### config.mk
export PLATFORM = sky130hd
export DESIGN_NAME = timer_pair
export DESIGN_NICKNAME = d
export VERILOG_FILES = /design/src/design/timer_pkg.sv /design/src/design/chan_if.sv /design/src/design/timer_channel.sv /design/src/design/timer_pair.sv
export VERILOG_INCLUDE_DIRS = /design/src /design/src/design
export SDC_FILE = /design/constraint.sdc
export NUM_CORES = 2
export LEC_CHECK = 0
export BUFFER_PORTS_ARGS = -buffer_cell sky130_fd_sc_hd__buf_2
export CAP_MARGIN = 5
export CORE_AREA = 4 4 252 254
export CTS_CLUSTER_DIAMETER = 100
export CTS_CLUSTER_SIZE = 25
export DETAILED_ROUTE_END_ITERATION = 8
export DIE_AREA = 0 0 256 258
export PLACE_DENSITY = 0.79
export SYNTH_ARGS = -nofsm -noshare
export SYNTH_HDL_FRONTEND = slang
export SYNTH_SLANG_ARGS = --single-unit
### constraint.sdc
create_clock -name sys_clk -period 9.3 [get_ports sys_clk]
set_input_delay 0.465 -clock sys_clk [delete_from_list [all_inputs] [get_ports sys_clk]]
set_output_delay 0.465 -clock sys_clk [all_outputs]
set_load 0.1 [all_outputs]
### src/design/timer_defs.svh
// Register offsets, field positions and reset values of the timer pair
`ifndef TIMER_DEFS_SVH
`define TIMER_DEFS_SVH
// ==========================================================
// Per-timer register offsets, within a 64-byte timer window
`define TMR_OFF_CTRL 6'h00
`define TMR_OFF_PSC 6'h04
`define TMR_OFF_ARR 6'h08
`define TMR_OFF_CNT 6'h0C
`define TMR_OFF_RCR 6'h10
`define TMR_OFF_DTG 6'h14
`define TMR_OFF_CCMODE 6'h18
`define TMR_OFF_CCR0 6'h1C
// ==========================================================
// Window bases and shared registers
`define TMR_ADV_BASE 8'h00
`define TMR_GP_BASE 8'h40
`define TMR_STATUS 8'h80
`define TMR_MASK 8'h84
`define TMR_DMA_EN 8'h88
// ==========================================================
// Control register fields
`define TMR_CTRL_EN 0
`define TMR_CTRL_DOWN 1
`define TMR_CTRL_ONEPULSE 2
`define TMR_CTRL_FREEZE 3
`define TMR_CTRL_SLV_LO 4
`define TMR_CTRL_SLV_HI 5
`define TMR_CTRL_BRK_EN 6
`define TMR_CTRL_OUT_EN 7
// ==========================================================
// Status layout: timer t uses bits t*8 upward
`define TMR_ST_UPDATE 0
`define TMR_ST_CC0 1
`define TMR_ST_BRAKE 5
`define TMR_ST_STRIDE 8
// ==========================================================
// Reset values
`define TMR_CTRL_RST 8'h00
`define TMR_PSC_RST 16'h0000
`define TMR_ARR_RST 32'h0000FFFF
`define TMR_RCR_RST 8'h00
`define TMR_DTG_RST 8'h00
`define TMR_CCMODE_RST 8'h00
`define TMR_CCR_RST 32'h00000000
`endif

### src/design/timer_pkg.sv
// Types shared by the timer pair and its channel slices
`default_nettype none
package timer_pkg;
    // Slave mode of a counter: what clocks, resets or captures it
    typedef enum logic [1:0] {SLV_NONE, SLV_ENCODER, SLV_LINK, SLV_HALL} slave_mode_t;
    // Channel function
    typedef enum logic [1:0] {CH_OFF, CH_CAPTURE, CH_TOGGLE, CH_PWM} ch_mode_t;
endpackage
`default_nettype wire

### src/design/chan_if.sv
// Signals between a timer counter and one of its channel slices
`default_nettype none
interface chan_if;
    logic [31:0] cnt; // Counter value
    logic [31:0] cmp; // Compare value
    timer_pkg::ch_mode_t mode; // Channel function
    logic cap_in; // Filtered capture input level
    logic [31:0] cap; // Captured counter value
    logic ref_lvl; // Reference output level
    logic event_p; // Match or capture pulse
    modport timer (output cnt, cmp, mode, cap_in, input cap, ref_lvl, event_p);
    modport chan (input cnt, cmp, mode, cap_in, output cap, ref_lvl, event_p);
endinterface
`default_nettype wire

### src/design/timer_channel.sv
// One capture/compare channel slice
`default_nettype none
module timer_channel
(
    input wire logic sys_clk,
    input wire logic rstn,
    chan_if.chan ch
);
    logic match_q; // Counter equalled compare last cycle
    logic in_q; // Capture input last cycle
    logic ref_q;
    logic event_q;
    logic [31:0] cap_q;
    logic match;

    assign match = (ch.cnt == ch.cmp);
    assign ch.ref_lvl = ref_q;
    assign ch.event_p = event_q;
    assign ch.cap = cap_q;

    // ==========================================================
    // Edge history
    always_ff @(posedge sys_clk or negedge rstn)
    begin
        if (!rstn)
        begin
            match_q <= 1'b0;
            in_q <= 1'b0;
        end
        else
        begin
            match_q <= match;
            in_q <= ch.cap_in;
        end
    end

    // ==========================================================
    // Reference level per function
    always_ff @(posedge sys_clk or negedge rstn)
    begin
        if (!rstn)
            ref_q <= 1'b0;
        else
        begin
            unique case (ch.mode)
                timer_pkg::CH_OFF: ref_q <= 1'b0;
                timer_pkg::CH_CAPTURE: ref_q <= 1'b0; // Input: nothing driven
                timer_pkg::CH_TOGGLE: ref_q <= ref_q ^ (match && !match_q);
                timer_pkg::CH_PWM: ref_q <= (ch.cnt < ch.cmp);
            endcase
        end
    end

    // ==========================================================
    // Capture on rising input, event on match entry or capture
    always_ff @(posedge sys_clk or negedge rstn)
    begin
        if (!rstn)
        begin
            cap_q <= 32'h00000000;
            event_q <= 1'b0;
        end
        else if (ch.mode == timer_pkg::CH_CAPTURE)
        begin
            event_q <= ch.cap_in && !in_q;
            if (ch.cap_in && !in_q)
                cap_q <= ch.cnt;
        end
        else
            event_q <= (ch.mode != timer_pkg::CH_OFF) && match && !match_q;
    end
endmodule
`default_nettype wire

### src/design/timer_pair.sv
// Advanced-control and general-purpose timers behind an AHB-Lite slave
`include "timer_defs.svh"
`default_nettype none
module timer_pair #(
    parameter int GP_CNT_W = 16 // General counter width, 16 or 32
)
(
    input wire logic sys_clk,
    input wire logic rstn,
    input wire logic hsel,
    input wire logic [7:0] haddr,
    input wire logic [1:0] htrans,
    input wire logic hwrite,
    input wire logic [2:0] hsize,
    input wire logic [31:0] hwdata,
    input wire logic hready,
    output logic hreadyout,
    output logic [31:0] hrdata,
    output logic hresp,
    input wire logic [7:0] ch_in,
    input wire logic brake_in,
    input wire logic dbg_halt,
    output logic [7:0] ch_out,
    output logic [2:0] chn_out,
    output logic [1:0] dma_req,
    output logic irq
);
    localparam logic [31:0] ADV_MASK = 32'h0000FFFF;
    localparam logic [31:0] GP_MASK = 32'((64'h1 << GP_CNT_W) - 64'h1);

    // ==========================================================
    // Bus slave state
    logic wr_pend_q; // Write data phase in progress
    logic rd_pend_q; // Read data phase, wait state
    logic [7:0] addr_q; // Latched address
    logic hready_q;
    logic [31:0] hrdata_q;
    logic [31:0] rd_d;
    logic accept;

    // ==========================================================
    // Registers, index 0 advanced, 1 general
    logic [7:0] ctrl_q [2];
    logic [15:0] psc_q [2];
    logic [31:0] arr_q [2];
    logic [7:0] rcr_q [2];
    logic [7:0] dtg_q;
    logic [7:0] ccmode_q [2];
    logic [31:0] ccr_q [8];
    logic [15:0] status_q; // Sticky events
    logic [15:0] mask_q; // Interrupt enables
    logic [1:0] dma_en_q; // DMA request enables

    // ==========================================================
    // Counter state
    logic [31:0] cnt_q [2];
    logic [15:0] psc_cnt_q [2];
    logic [7:0] rep_q [2];
    logic [1:0] upd_q; // Registered update pulse
    logic [1:0] run, step, up, ovf, upd_ev, trig, enc_step, enc_up;
    logic [1:0] hall_prev_q, hall, hall_chg, a_prev_q, halt_frz;
    timer_pkg::slave_mode_t slv [2];

    // ==========================================================
    // Input synchroniser: brake in bit 8
    logic [8:0] s1_q, s2_q, s3_q, filt_q;

    // ==========================================================
    // Dead time and outputs
    logic [7:0] dt_q [3];
    logic [2:0] ref_prev_q;
    logic [7:0] ch_out_q;
    logic [2:0] chn_out_q;
    logic [1:0] dma_q;
    logic irq_q;
    logic brk;
    logic [31:0] cap_val [8]; // Captured values of the eight channels
    logic [7:0] g_ev; // Channel event pulses
    logic [7:0] ref_lv; // Channel reference levels

    chan_if chb[8] ();

    assign accept = hsel && hready && htrans[1];
    assign hreadyout = hready_q;
    assign hrdata = hrdata_q;
    assign hresp = 1'b0; // Always OKAY
    assign ch_out = ch_out_q;
    assign chn_out = chn_out_q;
    assign dma_req = dma_q;
    assign irq = irq_q;
    assign brk = ctrl_q[0][`TMR_CTRL_BRK_EN] && filt_q[8];

    // ==========================================================
    // AHB-Lite: writes zero wait, reads one wait state
    always_ff @(posedge sys_clk or negedge rstn)
    begin
        if (!rstn)
        begin
            wr_pend_q <= 1'b0;
            rd_pend_q <= 1'b0;
            addr_q <= 8'h00;
            hready_q <= 1'b1;
            hrdata_q <= 32'h00000000;
        end
        else
        begin
            wr_pend_q <= accept && hwrite;
            rd_pend_q <= accept && !hwrite;
            if (accept)
                addr_q <= {haddr[7:2], 2'b00}; // Whole words only
            // Read data out of a register, so stall one cycle
            if (accept && !hwrite)
                hready_q <= 1'b0;
            else if (rd_pend_q)
            begin
                hready_q <= 1'b1;
                hrdata_q <= rd_d;
            end
        end
    end

    // ==========================================================
    // Read mux; unmapped reads give zero
    always_comb
    begin
        int t;
        rd_d = 32'h00000000;
        t = int'(addr_q[6]);
        if (addr_q == `TMR_STATUS)
            rd_d = {16'h0000, status_q};
        else if (addr_q == `TMR_MASK)
            rd_d = {16'h0000, mask_q};
        else if (addr_q == `TMR_DMA_EN)
            rd_d = {30'h00000000, dma_en_q};
        else if (!addr_q[7])
        begin
            unique case (addr_q[5:0])
                `TMR_OFF_CTRL: rd_d = {24'h000000, ctrl_q[t]};
                `TMR_OFF_PSC: rd_d = {16'h0000, psc_q[t]};
                `TMR_OFF_ARR: rd_d = arr_q[t];
                `TMR_OFF_CNT: rd_d = cnt_q[t];
                `TMR_OFF_RCR: rd_d = (t == 0) ? {24'h000000, rcr_q[0]} : 32'h00000000;
                `TMR_OFF_DTG: rd_d = (t == 0) ? {24'h000000, dtg_q} : 32'h00000000;
                `TMR_OFF_CCMODE: rd_d = {24'h000000, ccmode_q[t]};
                default: rd_d = 32'h00000000;
            endcase
            for (int c = 0; c < 4; c++)
            begin
                if (addr_q[5:0] == `TMR_OFF_CCR0 + 6'(4 * c))
                    rd_d = (ccmode_q[t][2*c +: 2] == 2'(timer_pkg::CH_CAPTURE))
                        ? cap_val[t*4 + c] : ccr_q[t*4 + c];
            end
        end
    end

    // ==========================================================
    // Plain configuration registers
    always_ff @(posedge sys_clk or negedge rstn)
    begin
        if (!rstn)
        begin
            for (int t = 0; t < 2; t++)
            begin
                psc_q[t] <= `TMR_PSC_RST;
                arr_q[t] <= `TMR_ARR_RST;
                rcr_q[t] <= `TMR_RCR_RST;
                ccmode_q[t] <= `TMR_CCMODE_RST;
            end
            for (int i = 0; i < 8; i++)
                ccr_q[i] <= `TMR_CCR_RST;
            dtg_q <= `TMR_DTG_RST;
            mask_q <= 16'h0000;
            dma_en_q <= 2'b00;
        end
        else if (wr_pend_q)
        begin
            if (addr_q == `TMR_MASK)
                mask_q <= hwdata[15:0];
            else if (addr_q == `TMR_DMA_EN)
                dma_en_q <= hwdata[1:0];
            else if (!addr_q[7])
            begin
                unique case (addr_q[5:0])
                    `TMR_OFF_PSC: psc_q[addr_q[6]] <= hwdata[15:0];
                    `TMR_OFF_ARR: arr_q[addr_q[6]] <= hwdata & (addr_q[6] ? GP_MASK : ADV_MASK);
                    `TMR_OFF_RCR: rcr_q[addr_q[6]] <= hwdata[7:0];
                    `TMR_OFF_DTG: dtg_q <= addr_q[6] ? dtg_q : hwdata[7:0];
                    `TMR_OFF_CCMODE: ccmode_q[addr_q[6]] <= hwdata[7:0];
                    default: ;
                endcase
                for (int c = 0; c < 4; c++)
                begin
                    if (addr_q[5:0] == `TMR_OFF_CCR0 + 6'(4 * c))
                        ccr_q[{addr_q[6], 2'(c)}] <= hwdata;
                end
            end
        end
    end

    // ==========================================================
    // Control: one-pulse stops the counter, brake drops output enable
    always_ff @(posedge sys_clk or negedge rstn)
    begin
        if (!rstn)
        begin
            ctrl_q[0] <= `TMR_CTRL_RST;
            ctrl_q[1] <= `TMR_CTRL_RST;
        end
        else
        begin
            for (int t = 0; t < 2; t++)
            begin
                if (wr_pend_q && !addr_q[7] && addr_q[6] == 1'(t)
                    && addr_q[5:0] == `TMR_OFF_CTRL)
                    ctrl_q[t] <= hwdata[7:0];
                if (upd_ev[t] && ctrl_q[t][`TMR_CTRL_ONEPULSE])
                    ctrl_q[t][`TMR_CTRL_EN] <= 1'b0;
            end
            ctrl_q[1][`TMR_CTRL_BRK_EN] <= 1'b0; // General timer has no brake
            if (brk)
                ctrl_q[0][`TMR_CTRL_OUT_EN] <= 1'b0;
        end
    end

    // ==========================================================
    // Pin synchroniser; a change counts once stages two and three agree
    always_ff @(posedge sys_clk or negedge rstn)
    begin
        if (!rstn)
        begin
            s1_q <= 9'h000;
            s2_q <= 9'h000;
            s3_q <= 9'h000;
            filt_q <= 9'h000;
        end
        else
        begin
            s1_q <= {brake_in, ch_in};
            s2_q <= s1_q;
            s3_q <= s2_q;
            filt_q <= (s2_q & ~(s2_q ^ s3_q)) | (filt_q & (s2_q ^ s3_q));
        end
    end

    // ==========================================================
    // Counter control terms for both timers
    always_comb
    begin
        for (int t = 0; t < 2; t++)
        begin
            slv[t] = timer_pkg::slave_mode_t'(ctrl_q[t][`TMR_CTRL_SLV_HI:`TMR_CTRL_SLV_LO]);
            halt_frz[t] = dbg_halt && ctrl_q[t][`TMR_CTRL_FREEZE];
            run[t] = ctrl_q[t][`TMR_CTRL_EN] && !halt_frz[t];
            // Encoder x2: count on each edge of input A, direction from B
            enc_step[t] = filt_q[t*4] != a_prev_q[t];
            enc_up[t] = filt_q[t*4] ^ filt_q[t*4 + 1];
            hall[t] = ^filt_q[t*4 +: 3];
            hall_chg[t] = (slv[t] == timer_pkg::SLV_HALL) && (hall[t] != hall_prev_q[t]);
            trig[t] = (slv[t] == timer_pkg::SLV_LINK) && upd_q[1 - t];
            if (slv[t] == timer_pkg::SLV_ENCODER)
            begin
                step[t] = run[t] && enc_step[t];
                up[t] = enc_up[t];
            end
            else
            begin
                step[t] = run[t] && (psc_cnt_q[t] == psc_q[t]);
                up[t] = !ctrl_q[t][`TMR_CTRL_DOWN];
            end
            ovf[t] = step[t] && (up[t] ? (cnt_q[t] == arr_q[t]) : (cnt_q[t] == 32'h00000000));
            upd_ev[t] = ovf[t] && (rep_q[t] == 8'h00);
        end
    end

    // ==========================================================
    // Prescalers, counters and repetition counts
    always_ff @(posedge sys_clk or negedge rstn)
    begin
        if (!rstn)
        begin
            for (int t = 0; t < 2; t++)
            begin
                psc_cnt_q[t] <= 16'h0000;
                cnt_q[t] <= 32'h00000000;
                rep_q[t] <= 8'h00;
            end
            upd_q <= 2'b00;
            a_prev_q <= 2'b00;
            hall_prev_q <= 2'b00;
        end
        else
        begin
            for (int t = 0; t < 2; t++)
            begin
                a_prev_q[t] <= filt_q[t*4];
                hall_prev_q[t] <= hall[t];
                if (run[t])
                    psc_cnt_q[t] <= (psc_cnt_q[t] == psc_q[t]) ? 16'h0000 : psc_cnt_q[t] + 16'h0001;
                if (wr_pend_q && !addr_q[7] && addr_q[6] == 1'(t)
                    && addr_q[5:0] == `TMR_OFF_CNT)
                    cnt_q[t] <= hwdata & (t == 1 ? GP_MASK : ADV_MASK);
                else if (trig[t])
                    cnt_q[t] <= 32'h00000000;
                else if (step[t])
                begin
                    if (ovf[t])
                        cnt_q[t] <= up[t] ? 32'h00000000 : arr_q[t];
                    else
                        cnt_q[t] <= (up[t] ? cnt_q[t] + 32'h1 : cnt_q[t] - 32'h1)
                            & (t == 1 ? GP_MASK : ADV_MASK);
                end
                // Only the advanced timer has a repetition count
                if (ovf[t])
                    rep_q[t] <= (rep_q[t] == 8'h00) ? ((t == 0) ? rcr_q[0] : 8'h00)
                        : rep_q[t] - 8'h01;
            end
            upd_q <= upd_ev;
        end
    end

    // ==========================================================
    // Channel slices, four per timer
    for (genvar i = 0; i < 8; i++)
    begin : g_ch
        assign chb[i].cnt = cnt_q[i / 4];
        assign chb[i].cmp = ccr_q[i];
        assign chb[i].mode = timer_pkg::ch_mode_t'(ccmode_q[i / 4][2*(i % 4) +: 2]);
        assign chb[i].cap_in = (i % 4 == 0 && slv[i / 4] == timer_pkg::SLV_HALL)
            ? hall_chg[i / 4] : filt_q[i];
        assign cap_val[i] = chb[i].cap;
        timer_channel u_ch (
            .sys_clk(sys_clk),
            .rstn(rstn),
            .ch(chb[i])
        );
    end

    // ==========================================================
    // Sticky status, cleared by a read; a new event wins over the clear
    always_ff @(posedge sys_clk or negedge rstn)
    begin
        if (!rstn)
            status_q <= 16'h0000;
        else
        begin
            logic [15:0] set;
            set = 16'h0000;
            for (int t = 0; t < 2; t++)
            begin
                set[t*`TMR_ST_STRIDE + `TMR_ST_UPDATE] = upd_q[t];
                for (int c = 0; c < 4; c++)
                    set[t*`TMR_ST_STRIDE + `TMR_ST_CC0 + c] = g_ev[t*4 + c];
            end
            set[`TMR_ST_BRAKE] = brk && ctrl_q[0][`TMR_CTRL_OUT_EN];
            status_q <= ((rd_pend_q && addr_q == `TMR_STATUS) ? 16'h0000 : status_q) | set;
        end
    end

    for (genvar i = 0; i < 8; i++)
    begin : g_evt
        assign g_ev[i] = chb[i].event_p;
    end

    // ==========================================================
    // Interrupt and per-timer DMA requests
    always_ff @(posedge sys_clk or negedge rstn)
    begin
        if (!rstn)
        begin
            irq_q <= 1'b0;
            dma_q <= 2'b00;
        end
        else
        begin
            irq_q <= |(status_q & mask_q);
            dma_q <= upd_q & dma_en_q;
        end
    end

    // ==========================================================
    // Dead-time counters restart on each reference edge
    always_ff @(posedge sys_clk or negedge rstn)
    begin
        if (!rstn)
        begin
            for (int c = 0; c < 3; c++)
                dt_q[c] <= 8'h00;
            ref_prev_q <= 3'b000;
        end
        else
        begin
            for (int c = 0; c < 3; c++)
            begin
                ref_prev_q[c] <= ref_lv[c];
                if (ref_lv[c] != ref_prev_q[c])
                    dt_q[c] <= dtg_q;
                else if (dt_q[c] != 8'h00)
                    dt_q[c] <= dt_q[c] - 8'h01;
            end
        end
    end

    for (genvar i = 0; i < 8; i++)
    begin : g_ref
        assign ref_lv[i] = chb[i].ref_lvl;
    end

    // ==========================================================
    // Output pins; both legs low during dead time, brake or debug halt
    always_ff @(posedge sys_clk or negedge rstn)
    begin
        if (!rstn)
        begin
            ch_out_q <= 8'h00;
            chn_out_q <= 3'b000;
        end
        else
        begin
            logic adv_ok;
            adv_ok = ctrl_q[0][`TMR_CTRL_OUT_EN] && !halt_frz[0];
            for (int c = 0; c < 3; c++)
            begin
                ch_out_q[c] <= adv_ok && ref_lv[c] && dt_q[c] == 8'h00;
                chn_out_q[c] <= adv_ok && !ref_lv[c] && dt_q[c] == 8'h00;
            end
            ch_out_q[3] <= adv_ok && ref_lv[3];
            ch_out_q[7:4] <= halt_frz[1] ? 4'h0 : ref_lv[7:4];
        end
    end
endmodule
`default_nettype wire

==> results.tsv <==
stage	metric	value	unit
critical_path	crit_fanout	137	
sta	rsz0062_at_grt	no	
flow_run	cap_viol_max_count	0	
clock_network	clk_path_buf_depth	3	
drt	dr.pass1.iters	9	
critical_path	worstPathRequired	9780	ps
pwr	swShare	38.6	%
floorplan	start_util	64.5	%
clock_network	clockRootBuffer	clkbuf_16	
clock_network	clk_latency	620	ps
clock_network	clk_pin_slew	100	ps
finish	drive_above_1_share	22.1	%
synthesis	ys_warn_count	0	
synthesis	synthCells	3582	
synthesis	synth_area	0.0395	mm²
synthesis	synth_area_leaders	dfrtp_1 46%, mux2_2 13%, ha_1 4.4%, mux4_2 3.3%, o21ai_0 3.2%	
pwr	total_power	0.00904	W
critical_path	crit_arrival	5230	ps
grt	grt.overflow.total	0	
pwr	p_clk_share	20.0	%
sta	max_slew_margin	14.9	%
synthesis	synth_top_area_share	46.0	%
pwr	p_per_area	215	mW/mm²
grt	grt_pass1_wl	190	mm
synthesis	syn_avg_cell_area	11.0	µm²
placement	place_ws	4790	ps
pwr	pwr-share-comb	32.8	%
pwr	intPower	0.00555	W
drt	viasPerCell	7.02	
drt	first_iter_violations	4081	
placement	gp_congestion	0.997	
sta	setup_violations	0	
synthesis	synth_cell_types	90	
sta	max_freq	0.211	GHz
synthesis	ys_seq_area_share	48.2	%
sta	setup_ws	4550	ps
pwr	vdd_drop_max	0.000206	V
drt	vias	30800	
clock_network	cts_made_buffers	36	
drt	drcViolationCount	0	
critical_path	cp_cell_sequence	buf_12 > nor3b_1 > a31oi_2 > mux4_2 > a22o_1 > a21oi_1 > o21ai_0 > nand2_1 > a21oi_1	
outcome	status	complete, no violations	
drt	ant_nets	0	
synthesis	ys.flop_type	dfrtp_1	
sta	finalCritPeriodShare	51.1	%
critical_path	cp-start-kind	flip-flop	
placement	dp_hpwl	87.2	mm
finish	areaGrowthSynthToFinish	6.11	%
sta	final-max-slew-violation-count	0	
synthesis	synth_nets	3780	
drt	routed_wl	125	mm
grt	grt_pass1_vias	30700	
grt	antenna_found_initial	9	
clock_network	cts.sinks	760	
grt	track_usage	37.6	%
synthesis	synth_edf_count	0	
critical_path	critical_path_class	flip-flop to flip-flop	
finish	mostFrequentLayoutCells	726 x dfrtp_1, 444 x mux2_2, 290 x nand2_1	
placement	port_buffers	100	
sta	worst_pin_slew	1270	ps
critical_path	cp_slowest_stage_delay	1000	ps
sta	tns	0	ps
finish	nNetsFinal	3770	
pwr	seq_power_share	47.1	%
critical_path	worst_setup_path_end_kind	flip-flop	
grt	grt_start_max_net_pins	138	
finish	layout_commonest_cell	dfrtp_1	
floorplan	core	0.0613	mm²
floorplan	io_pins	108	
sta	hold_violations	0	
critical_path	crit_path_frequent_cell	a21oi_1	
sta	period_needed	4750	ps
synthesis	synth_seq_cells	760	
clock_network	post_cts.repair.setup_buffers	0	
drt	avgRoutedWirePerCell	28.6	µm
pwr	p_leak	18.9	nW
pwr	netSwitchingPower	0.00349	W
critical_path	crit_path_top_delay_cell	a31oi_2	
clock_network	htree_levels	2	
clock_network	post_cts_resized	0	
floorplan	num_rows	91	
min_path	min-delay-path-class	primary input to flip-flop	
floorplan	die_h	258	µm
clock_network	cts_tree	yes	
sta	finalClockSkew	33.7	ps
synthesis	synth-async-reset-ratio	100	%
synthesis	synth_area_leader_cell	dfrtp_1	
floorplan	dieWidth	256	µm
floorplan	die_area	0.0660	mm²
final cells by class:
class,instances,area (µm²)
Sequential cell,760,19100
Antenna cell,4,10.0
Clock buffer,47,942
Tap cell,790,988
Inverter,152,571
Timing Repair Buffer,176,1120
Fill cell,4486,19300
Multi-Input combinational cell,2446,19200
Clock inverter,5,65.1
flip-flops by register name, summed over array words and instances (netlist names), 9 cells and up, named ones only:
name              cells
rep_q                16
ccmode_q             16
dt_q                 24
s3_q                  9
g_ch.u_ch.ch.cap    128
s1_q                  9
chb.cnt              32
mask_q               16
psc_cnt_q            32
chb.cmp             256
psc_q                32
ctrl_q               15
hrdata               32
status_q             11
s2_q                  9
arr_q                32
what timing repair did:
item,in CTS,in global routing
setup endpoints to repair,0,0
endpoints found under the hold margin,35,0
hold buffers,10,0
cell families after synthesis:
kind of cell / count (synthesis) / share of synthesized area, %
adder cells (fa/ha/maj): 147 / 4.59
AND/OR/NAND/NOR: 853 / 11.0
flip-flops: 760 / 48.2
XOR/XNOR: 124 / 2.75
AO/OA/AOI/OAI: 739 / 11.7
other: 1 / 0.00948
multiplexers: 582 / 18.0
buffers and inverters: 376 / 3.70
Yosys cell counts, types with 6 or more instances:
| library cell | instances |
|---|---|
| a21o_1 | 43 |
| nand3_1 | 55 |
| nor4_1 | 69 |
| nand2b_1 | 20 |
| or3_1 | 23 |
| mux2_2 | 444 |
| a21oi_1 | 142 |
| and3_1 | 25 |
| mux4_2 | 58 |
| or4_1 | 7 |
| xnor2_1 | 79 |
| buf_1 | 26 |
| nor2b_1 | 36 |
| a222oi_1 | 20 |
| maj3_1 | 9 |
| mux2i_1 | 73 |
| dfrtp_1 | 727 |
| a31o_2 | 6 |
| o21ai_0 | 250 |
| or2_2 | 7 |
| nand4_1 | 75 |
| nor3_1 | 39 |
| a22o_1 | 19 |
| o22ai_1 | 30 |
| a211oi_1 | 16 |
| a221oi_1 | 17 |
| xor2_1 | 45 |
| and4_1 | 9 |
| nand2_1 | 290 |
| nor4bb_1 | 8 |
| inv_1 | 152 |
| a31oi_1 | 35 |
| nor2_1 | 138 |
| ha_1 | 138 |
| clkbuf_1 | 165 |
| and2_1 | 17 |
| o31ai_1 | 10 |
| o21a_1 | 27 |
| nor3b_1 | 7 |
| dfstp_2 | 33 |
| a22oi_1 | 69 |
| buf_2 | 30 |
| o211ai_1 | 9 |
per-stage QoR:
| stage | cell area (µm²) | hold slack [ps] | util, % | instances |
|---|---|---|---|---|
| 2_1_floorplan | 39500 | 169 | - | 3582 |
| 6_report | 42000 | 94.5 | 68.5 | 4380 |
| 4_1_cts | 41900 | 75.2 | 68.5 | 4376 |
| 5_1_grt | 41900 | 91.4 | 68.5 | 4376 |
| 3_3_place_gp | 40800 | 335 | 66.7 | 4314 |
| 3_5_place_dp | 40800 | 336 | 66.7 | 4314 |
final timing paths:
check / end / from / slack (ps) / depth (start not counted)
setup / recovery: hrdata[15]$_DFFE_PN0P_ / addr_q[6]$_DFFE_PN0P_ / 4550 / 9
hold / removal: rd_pend_q$_DFF_PN0_ / hwrite / 90 / 2
setup reg to reg: hrdata[15]$_DFFE_PN0P_ / addr_q[6]$_DFFE_PN0P_ / 4550 / 9
hold reg to reg: s2_q[0]$_DFF_PN0_ / s1_q[0]$_DFF_PN0_ / 350 / 0
max in group asynchronous: chb[6].cmp[24]$_DFFE_PN0P_ / rstn / 6330 / 4
min in group asynchronous: chn_out[0]$_DFF_PN0_ / rstn / 540 / 2
worst max-delay path, delay by kind of cell, from the launching register on:
family	cells	cell delay (ps)
flip-flops	1	970
buffers and inverters	1	570
multiplexers	1	430
AND/OR/NAND/NOR	2	300
AO/OA/AOI/OAI	5	1980
power groups by stage:
stage	sequential, W	combinational (W)	clock, W
3_5_place_dp	0.00430	0.00288	0
5_1_grt	0.00429	0.00316	0.00195
3_3_place_gp	0.00427	0.00278	0
4_1_cts	0.00423	0.00290	0.00181
2_1_floorplan	0.00434	0.00176	0
6_report	0.00426	0.00297	0.00181
layer usage:
layer | global-route usage, % | vias to the layer above | part of all wire, %
met2 | 56.5 | 1840 | 44
met5 | 0 | - | 0.037
met4 | 23.9 | 6 | 7.7
met1 | 50.6 | 15400 | 38
li1 | - | 13000 | -
met3 | 7.62 | 505 | 10
No activity file was read; power rests on OpenSTA's default activity.
